`config.mk`:
```
export PLATFORM = sky130hd
export DESIGN_NAME = eth_host_irq_rx_regs
export DESIGN_NICKNAME = d
export VERILOG_FILES = /design/src/include/eth_host_regs_pkg.sv /design/src/core/eth_host_irq_rx_regs.sv /design/src/core/level_above_cmp.sv
export SDC_FILE = /design/constraint.sdc
export NUM_CORES = 1
export LEC_CHECK = 0
export ABC_AREA = 0
export BUFFER_PORTS_ARGS = -buffer_cell sky130_fd_sc_hd__buf_2
export CORE_MARGIN = 4
export CORE_UTILIZATION = 54
export CTS_BUF_LIST = sky130_fd_sc_hd__clkbuf_16
export DETAILED_ROUTE_END_ITERATION = 7
export HOLD_SLACK_MARGIN = 0.06
export PLACE_DENSITY = 0.8
export SYNTH_ARGS = -nofsm -noshare
export SYNTH_HDL_FRONTEND = slang
export SYNTH_SLANG_ARGS = --single-unit
```
`constraint.sdc`:
```
create_clock -name clock_in -period 2.66 [get_ports clock_in]
set_clock_uncertainty 0.2 [all_clocks]
set_input_delay 0.532 -clock clock_in [delete_from_list [all_inputs] [get_ports clock_in]]
set_output_delay 0.532 -clock clock_in [all_outputs]
set_load 0.02 [all_outputs]
```
`src/include/eth_host_regs_pkg.sv`:
```
// Constants and carriers for the host interrupt-mask / receive-configuration register group
//
// Summary of operation
// - A set mask bit lets its status source drive the host interrupt output.
// - Status bits track their sources regardless of mask; masking gates output only.
// - Mask bits 31, 25, 24, 23 are read/write enables, reset to zero.
// - Mask bits 21 down to 16 are read/write enables, reset to zero.
// - Mask bits 15-13, 10-6, 4-3 and 2-0 are read/write enables, reset zero.
// - Byte-order probe is read-only and always returns 87654321h.
// - TX space limit, bits 31-24, in 64-byte blocks, default 48h; irq when exceeded.
// - TX status limit, bits 23-16, in dwords, default 00h; irq when exceeded.
// - RX status limit, bits 7-0, in dwords; irq when occupancy exceeds it.
// - End alignment bits 31:30: 00 4-byte, 01 16-byte, 10 32-byte, 11 reserved.
// - Device pads last buffer transfer up to alignment; host discards the padding.
// - 12-bit countdown at 27-16 gives dwords read before receive-DMA irq.
// - Countdown decrements per dword read; host may overwrite it any time. Padding reads do not decrement it here.
// - Writing one to bit 15 flushes receive data and status FIFOs, self-clears.
// - Offset bits 12-8 insert 0-31 bytes ahead of each received packet.
// - Upper three offset bits may change live; applied from next dword read.
package eth_host_regs_pkg;

  // ----------------------------------------
  // Register offsets
  // ----------------------------------------
  localparam logic [7:0] IRQ_SOURCE_MASK_OFFSET = 8'h5c;
  localparam logic [7:0] BYTE_ORDER_PROBE_OFFSET = 8'h64;
  localparam logic [7:0] FIFO_LEVEL_THRESHOLDS_OFFSET = 8'h68;
  localparam logic [7:0] RECEIVE_CONFIG_OFFSET = 8'h6c;

  // ----------------------------------------
  // Field layout and reset values
  // ----------------------------------------
  localparam logic [31:0] IRQ_SOURCE_MASK_RW = 32'h83bfe7df;
  localparam logic [31:0] IRQ_SOURCE_MASK_RESET = 32'h0000_0000;
  localparam logic [31:0] BYTE_ORDER_PROBE_VALUE = 32'h8765_4321;
  localparam int TX_AVAIL_LIMIT_LSB = 24;
  localparam int TX_STAT_LIMIT_LSB = 16;
  localparam int RX_STAT_LIMIT_LSB = 0;
  localparam logic [7:0] TX_AVAIL_LIMIT_RESET = 8'h48;
  localparam logic [7:0] TX_STAT_LIMIT_RESET = 8'h00;
  localparam logic [7:0] RX_STAT_LIMIT_RESET = 8'h00;
  localparam int END_ALIGN_LSB = 30;
  localparam int DWORD_COUNTDOWN_LSB = 16;
  localparam int RX_FLUSH_BIT = 15;
  localparam int START_OFFSET_LSB = 8;
  localparam logic [1:0] END_ALIGN_RESET = 2'h0;
  localparam logic [11:0] DWORD_COUNTDOWN_RESET = 12'h000;
  localparam logic [4:0] START_OFFSET_RESET = 5'h00;

  // End alignment codes
  typedef enum logic [1:0] {
    ALIGN_4_BYTE = 2'h0,
    ALIGN_16_BYTE = 2'h1,
    ALIGN_32_BYTE = 2'h2,
    ALIGN_RESERVED = 2'h3
  } end_align_t;

  // Alignment expressed as a dword modulus minus one
  localparam logic [2:0] ALIGN_4_DWORD_MASK = 3'h0;
  localparam logic [2:0] ALIGN_16_DWORD_MASK = 3'h3;
  localparam logic [2:0] ALIGN_32_DWORD_MASK = 3'h7;

  // ----------------------------------------
  // Carriers
  // ----------------------------------------
  typedef struct packed {
    logic sel;
    logic wr;
    logic rd;
    logic [7:0] addr;
    logic [31:0] wdata;
  } host_req_t;

  typedef struct packed {
    logic [7:0] tx_free_blocks;
    logic [7:0] tx_stat_used;
    logic [7:0] rx_stat_used;
  } fifo_levels_t;

  typedef struct packed {
    logic dword_read;
    logic last_dword;
  } rx_read_t;

  typedef struct packed {
    logic above;
  } level_cmp_state_t;

  typedef struct packed {
    logic [31:0] irq_source_mask;
    logic [7:0] tx_avail_limit;
    logic [7:0] tx_stat_limit;
    logic [7:0] rx_stat_limit;
    logic [1:0] end_align;
    logic [11:0] rx_dword_countdown;
    logic rx_flush;
    logic [4:0] rx_start_offset;
    logic [2:0] dword_offset_applied;
    logic [2:0] buf_pos;
    logic [2:0] pad_left;
    logic rx_pad;
    logic rx_dma_irq;
    logic host_irq;
    logic [31:0] rdata;
  } bank_state_t;

  localparam bank_state_t BANK_RESET = '{
    irq_source_mask: IRQ_SOURCE_MASK_RESET,
    tx_avail_limit: TX_AVAIL_LIMIT_RESET,
    tx_stat_limit: TX_STAT_LIMIT_RESET,
    rx_stat_limit: RX_STAT_LIMIT_RESET,
    end_align: END_ALIGN_RESET,
    rx_dword_countdown: DWORD_COUNTDOWN_RESET,
    rx_flush: 1'b0,
    rx_start_offset: START_OFFSET_RESET,
    dword_offset_applied: 3'h0,
    buf_pos: 3'h0,
    pad_left: 3'h0,
    rx_pad: 1'b0,
    rx_dma_irq: 1'b0,
    host_irq: 1'b0,
    rdata: 32'h0000_0000
  };

endpackage

```
`src/core/eth_host_irq_rx_regs.sv`:
```
// Host interrupt mask, byte-order probe, FIFO thresholds and receive configuration
`timescale 1ns/1ps
`default_nettype none

module eth_host_irq_rx_regs (
  input wire logic clock_in,
  input wire logic rst_b_in,
  input wire eth_host_regs_pkg::host_req_t host_req_in,
  input wire logic [31:0] irq_source_status_in,
  input wire eth_host_regs_pkg::fifo_levels_t fifo_levels_in,
  input wire eth_host_regs_pkg::rx_read_t rx_read_in,
  output logic [31:0] host_rdata_out,
  output logic host_irq_out,
  output logic tx_space_avail_irq_out,
  output logic tx_stat_level_irq_out,
  output logic rx_stat_level_irq_out,
  output logic rx_dma_irq_out,
  output logic rx_flush_out,
  output logic rx_pad_out,
  output logic [1:0] rx_byte_offset_out,
  output logic [2:0] rx_dword_offset_out
);

  eth_host_regs_pkg::bank_state_t st;
  eth_host_regs_pkg::bank_state_t next_st;

  // ----------------------------------------
  // Access decode
  // ----------------------------------------
  logic wr_en;
  logic rd_en;
  logic wr_mask;
  logic wr_thresh;
  logic wr_rx;
  logic counted_read;
  logic pad_read;
  logic [2:0] pos_after;
  logic [2:0] align_mask;
  logic [31:0] read_word;

  assign wr_en = host_req_in.sel & host_req_in.wr;
  assign rd_en = host_req_in.sel & host_req_in.rd;
  assign wr_mask = wr_en &
    (host_req_in.addr == eth_host_regs_pkg::IRQ_SOURCE_MASK_OFFSET);
  assign wr_thresh = wr_en &
    (host_req_in.addr == eth_host_regs_pkg::FIFO_LEVEL_THRESHOLDS_OFFSET);
  assign wr_rx = wr_en &
    (host_req_in.addr == eth_host_regs_pkg::RECEIVE_CONFIG_OFFSET);

  // Padding reads carry no packet data, so they neither count nor advance
  assign pad_read = rx_read_in.dword_read & (st.pad_left != 3'h0);
  assign counted_read = rx_read_in.dword_read & ~pad_read;
  assign pos_after = st.buf_pos + 3'h1;

  // ----------------------------------------
  // End alignment modulus
  // ----------------------------------------
  always_comb begin
    unique case (eth_host_regs_pkg::end_align_t'(st.end_align))
      eth_host_regs_pkg::ALIGN_4_BYTE: begin
        align_mask = eth_host_regs_pkg::ALIGN_4_DWORD_MASK;
      end
      eth_host_regs_pkg::ALIGN_16_BYTE: begin
        align_mask = eth_host_regs_pkg::ALIGN_16_DWORD_MASK;
      end
      eth_host_regs_pkg::ALIGN_32_BYTE: begin
        align_mask = eth_host_regs_pkg::ALIGN_32_DWORD_MASK;
      end
      eth_host_regs_pkg::ALIGN_RESERVED: begin
        // Reserved code behaves as plain dword alignment
        align_mask = eth_host_regs_pkg::ALIGN_4_DWORD_MASK;
      end
    endcase
  end

  // ----------------------------------------
  // Read mux
  // ----------------------------------------
  always_comb begin
    read_word = 32'h0000_0000;
    unique case (host_req_in.addr)
      eth_host_regs_pkg::IRQ_SOURCE_MASK_OFFSET: begin
        read_word = st.irq_source_mask;
      end
      eth_host_regs_pkg::BYTE_ORDER_PROBE_OFFSET: begin
        read_word = eth_host_regs_pkg::BYTE_ORDER_PROBE_VALUE;
      end
      eth_host_regs_pkg::FIFO_LEVEL_THRESHOLDS_OFFSET: begin
        read_word[eth_host_regs_pkg::TX_AVAIL_LIMIT_LSB +: 8] = st.tx_avail_limit;
        read_word[eth_host_regs_pkg::TX_STAT_LIMIT_LSB +: 8] = st.tx_stat_limit;
        read_word[eth_host_regs_pkg::RX_STAT_LIMIT_LSB +: 8] = st.rx_stat_limit;
      end
      eth_host_regs_pkg::RECEIVE_CONFIG_OFFSET: begin
        read_word[eth_host_regs_pkg::END_ALIGN_LSB +: 2] = st.end_align;
        read_word[eth_host_regs_pkg::DWORD_COUNTDOWN_LSB +: 12] =
          st.rx_dword_countdown;
        read_word[eth_host_regs_pkg::RX_FLUSH_BIT] = st.rx_flush;
        read_word[eth_host_regs_pkg::START_OFFSET_LSB +: 5] = st.rx_start_offset;
      end
      default: begin
        // Unmapped offsets and reserved bits read as zero
        read_word = 32'h0000_0000;
      end
    endcase
  end

  // ----------------------------------------
  // Next-state logic
  // ----------------------------------------
  always_comb begin
    next_st = st;

    // Mask register; reserved bits never store
    if (wr_mask) begin
      next_st.irq_source_mask =
        host_req_in.wdata & eth_host_regs_pkg::IRQ_SOURCE_MASK_RW;
    end

    // Threshold register
    if (wr_thresh) begin
      next_st.tx_avail_limit =
        host_req_in.wdata[eth_host_regs_pkg::TX_AVAIL_LIMIT_LSB +: 8];
      next_st.tx_stat_limit =
        host_req_in.wdata[eth_host_regs_pkg::TX_STAT_LIMIT_LSB +: 8];
      next_st.rx_stat_limit =
        host_req_in.wdata[eth_host_regs_pkg::RX_STAT_LIMIT_LSB +: 8];
    end

    // Receive configuration fields
    if (wr_rx) begin
      next_st.end_align = host_req_in.wdata[eth_host_regs_pkg::END_ALIGN_LSB +: 2];
      next_st.rx_start_offset =
        host_req_in.wdata[eth_host_regs_pkg::START_OFFSET_LSB +: 5];
    end

    // Flush is a one-cycle pulse that clears itself
    next_st.rx_flush = wr_rx & host_req_in.wdata[eth_host_regs_pkg::RX_FLUSH_BIT];

    // Dword countdown: a host write wins over a same-cycle decrement
    next_st.rx_dma_irq = 1'b0;
    if (wr_rx) begin
      next_st.rx_dword_countdown =
        host_req_in.wdata[eth_host_regs_pkg::DWORD_COUNTDOWN_LSB +: 12];
    end else if (counted_read && (st.rx_dword_countdown != 12'h000)) begin
      next_st.rx_dword_countdown = st.rx_dword_countdown - 12'h001;
      // Irq fires once, on the read that reaches zero
      next_st.rx_dma_irq = (st.rx_dword_countdown == 12'h001);
    end

    // Dword part of the offset is picked up on the next dword read
    if (rx_read_in.dword_read) begin
      next_st.dword_offset_applied = st.rx_start_offset[4:2];
    end

    // End-of-buffer padding
    if (counted_read) begin
      if (rx_read_in.last_dword) begin
        // Dwords still missing to reach the next alignment boundary
        next_st.pad_left = (3'h0 - pos_after) & align_mask;
        next_st.buf_pos = 3'h0;
      end else begin
        next_st.buf_pos = pos_after;
      end
    end else if (pad_read) begin
      next_st.pad_left = st.pad_left - 3'h1;
    end

    // A flush discards the buffer being read, padding included
    if (next_st.rx_flush) begin
      next_st.buf_pos = 3'h0;
      next_st.pad_left = 3'h0;
    end
    next_st.rx_pad = (next_st.pad_left != 3'h0);

    // Status is never altered here; only the output is gated
    next_st.host_irq = |(irq_source_status_in & st.irq_source_mask);

    // Read data lands one cycle after the strobe and then holds
    if (rd_en) begin
      next_st.rdata = read_word;
    end
  end

  always_ff @(posedge clock_in or negedge rst_b_in) begin
    if (!rst_b_in) begin
      st <= eth_host_regs_pkg::BANK_RESET;
    end else begin
      st <= next_st;
    end
  end

  // ----------------------------------------
  // FIFO level events
  // ----------------------------------------
  level_above_cmp u_tx_space_cmp (
    .clock_in(clock_in),
    .rst_b_in(rst_b_in),
    .level_in(fifo_levels_in.tx_free_blocks),
    .limit_in(st.tx_avail_limit),
    .above_out(tx_space_avail_irq_out)
  );

  level_above_cmp u_tx_stat_cmp (
    .clock_in(clock_in),
    .rst_b_in(rst_b_in),
    .level_in(fifo_levels_in.tx_stat_used),
    .limit_in(st.tx_stat_limit),
    .above_out(tx_stat_level_irq_out)
  );

  level_above_cmp u_rx_stat_cmp (
    .clock_in(clock_in),
    .rst_b_in(rst_b_in),
    .level_in(fifo_levels_in.rx_stat_used),
    .limit_in(st.rx_stat_limit),
    .above_out(rx_stat_level_irq_out)
  );

  // ----------------------------------------
  // Outputs, all straight from state flops
  // ----------------------------------------
  assign host_rdata_out = st.rdata;
  assign host_irq_out = st.host_irq;
  assign rx_dma_irq_out = st.rx_dma_irq;
  assign rx_flush_out = st.rx_flush;
  assign rx_pad_out = st.rx_pad;
  // Byte part is trusted static while receiving
  assign rx_byte_offset_out = st.rx_start_offset[1:0];
  assign rx_dword_offset_out = st.dword_offset_applied;

endmodule

`default_nettype wire

```
`src/core/level_above_cmp.sv`:
```
// Registered "level above limit" comparator for one FIFO threshold
`timescale 1ns/1ps
`default_nettype none

module level_above_cmp (
  input wire logic clock_in,
  input wire logic rst_b_in,
  input wire logic [7:0] level_in,
  input wire logic [7:0] limit_in,
  output logic above_out
);

  eth_host_regs_pkg::level_cmp_state_t st;
  eth_host_regs_pkg::level_cmp_state_t next_st;

  always_comb begin
    next_st = st;
    // Strictly greater: equal level does not raise the event
    next_st.above = (level_in > limit_in);
  end

  always_ff @(posedge clock_in or negedge rst_b_in) begin
    if (!rst_b_in) begin
      st <= '0;
    end else begin
      st <= next_st;
    end
  end

  assign above_out = st.above;

endmodule

`default_nettype wire

```
==> results.txt <==
Sequential fraction of the synthesis area - 0.466
Cell Count, Final, Fillers Out - 873
Pint - 3580 uW
Layout cells sized above 1 - 0.289
Vias in the first global route - 5342
I/O Pins - 147
CTS Buf Count - 17
HP Class - input port to flop
# DRC - 0
CP max FO - 7
Status - finished clean
Synth unique cells - 58
Total Routing Usage GR - 0.258
Post-cts sizing count - 0
Power, Total - 5090 uW
Lkg Pwr - 0.00372 uW
DP Cell Count - 840
Unrepaired setup endpoints after global routing - false
Core Area - 11000 um^2
Final setup viols - 0
Worst skew pair latency - 0.42 ns
DP HPWL - 12300 um
Worst-path clk slew - 0.05 ns
Ant diodes - 0
Post-Syn Area - 6130 um^2
Relative slew slack - 0.556
Vias - 5135
Die W - 115 um
Routed WL per cell - 18.7 um
PwrDens - 698 nW/um^2
Peak Freq - 452 MHz
Largest net degree at the start of global routing - 42
Crit share post-route - 0.831
Syn Inst Count - 606
Yosys warns - 0
Initial DRC count - 583
Endpoints failing hold - 0
Area contributors post-synth - dfrtp_1, ha_1, buf_4
Fin nets - 855
Part of the power in registers - 0.418
# Max-Cap Violations - 0
Post-synth EDFFs - 0
H-Tree Depth - 4
Final Max Slew Viols - 0
Clock power share - 0.400
Routed wire length - 16300 um
CTS tree - yes
Req. time, crit path - 2.77 ns
Antenna viol nets, final - 0
Net Switching - 1510 uW
Synth cell count leaders - dfrtp_1, nand2_1, o21ai_1
Sw frac - 0.296
Drt first pass iters - 6
CP endpoint kind - flop
FFs w/ async S/R, synth - 1.00
FF+latch count, synth - 114
Routability cong. - 0.879
First-pass GRT wire length - 26300 um
Most common cell in the synthesized netlist - dfrtp_1
Placement Rows - 38
Cell taking the most area after synthesis - dfrtp_1
Syn nets - 741
Core Util, Final - 0.664
Setup TNS - 0 ns
Initial core utilization - 0.558
Slew @ Worst Pin - 0.665 ns
Synth Area per Inst - 10.1 um^2
Die H - 115 um
Number of vias per cell - 5.88
Post-CTS Repair Setup Buffers - 0
Initial antenna violation count - 1
Final Critical Period - 2.21 ns
Yosys top cell area share - 0.457
Die area - 13100 um^2
VDD IR max - 356 uV
WS Path Type - flop to flop
Clock Tree Buf Depth - 2
Comb pwr share - 0.182
Port Buf Inserts - 137
CTS Hold Bufs - 1
Area grow syn2layout - 19.0%
Main synth FF type - dfrtp_1
Clk Tree Root Cell - clkbuf_16
Worst path arrival time - 2.32 ns
Total congestion overflow - 0
Clk sinks - 114
CP startpoint kind - flop
sequential cells by signal, indices dropped and copies added (netlist names):
| register | count |
|---|---|
| host_irq_out | 1 |
| u_tx_space_cmp.above_out | 1 |
| host_rdata_out | 32 |
| rx_flush_out | 1 |
| rx_dma_irq_out | 1 |
| rx_byte_offset_out | 2 |
| u_rx_stat_cmp.above_out | 1 |
| rx_pad_out | 1 |
| st | 70 |
| rx_dword_offset_out | 3 |
| u_tx_stat_cmp.above_out | 1 |
cell usage in the layout (no fill, tap or decap), types with 11 or more instances in the layout:
cell type  synthesis  layout
a21oi_1           37      37
a22o_1            19      19
a22oi_1           11      11
buf_2             11     136
buf_4             39      19
clkbuf_16          0      17
dfrtp_1          112     112
ha_1              32      32
inv_1             32      35
mux2_1            26      26
nand2_1           71      71
nor2_1            27      27
o21ai_0           19      19
o21ai_1           40      40
xnor2_1           11      11
logic make-up (layout without fill, tap and decap cells):
logic type	count (synthesis)	in the layout	synth area share
AO/OA/AOI/OAI	163	163	0.170
buffers and inverters	95	222	0.0843
adder cells (fa/ha/maj)	32	32	0.0653
AND/OR/NAND/NOR	154	154	0.131
flip-flops	114	114	0.466
XOR/XNOR	11	11	0.0157
multiplexers	37	37	0.0678
per-layer routing:
layer	vias up	track usage	wire length [um]
met5	-	0	7
met4	2	0.0903	454
met3	44	0.0592	1370
met2	233	0.443	8140
met1	2497	0.321	6380
li1	2359	-	-
area by class of cell:
| type | count | area, um^2 |
|---|---|---|
| inverters | 33 | 124 |
| well taps | 140 | 175 |
| repair buffers | 157 | 853 |
| clock inverters | 15 | 105 |
| clock buffers | 17 | 425 |
| multi-input cells | 397 | 2760 |
| flip-flops and latches | 114 | 2860 |
| fillers | 859 | 3690 |
worst max-delay path, cell delays in order (launching register included):
cell and delay [ns]:
dfrtp_1 0.39, inv_1 0.11, ha_1 0.22, and3b_1 0.27, nand3_1 0.27, o41ai_1 0.32, o311ai_1 0.18, o21a_1 0.14
stage by stage:
step	hold WS [ns]	setup WS (ns)	area, um^2
2_1_floorplan	0.0364	0.495	6130
3_3_place_gp	0.268	0.367	6750
3_5_place_dp	0.280	0.304	6750
4_1_cts	0.126	0.479	7290
5_1_grt	0.143	0.246	7290
6_report	0.126	0.450	7290
power by group through the flow:
stage	clock, uW	combinational, uW	sequential [uW]
floorplan	0	620	2100
global placement	0	858	2120
detailed placement	0	899	2140
CTS	2050	918	2120
global route	2150	1030	2150
finish	2040	926	2120
final timing paths:
path                                    startpoint                 end  slack [ns]  cells past startpoint
worst min register to register  host_rdata_out[23]  host_rdata_out[23]        0.29                      2
min in group asynchronous                 rst_b_in   host_rdata_out[3]        0.42                      2
worst max-delay path                        st[36]              st[55]        0.45                      7
max in group asynchronous                 rst_b_in        rx_flush_out        1.07                      3
worst min-delay path               host_req_in[30]              st[86]        0.13                      3
worst max register to register              st[36]              st[55]        0.45                      7
Power figures use the tool's default switching activity.
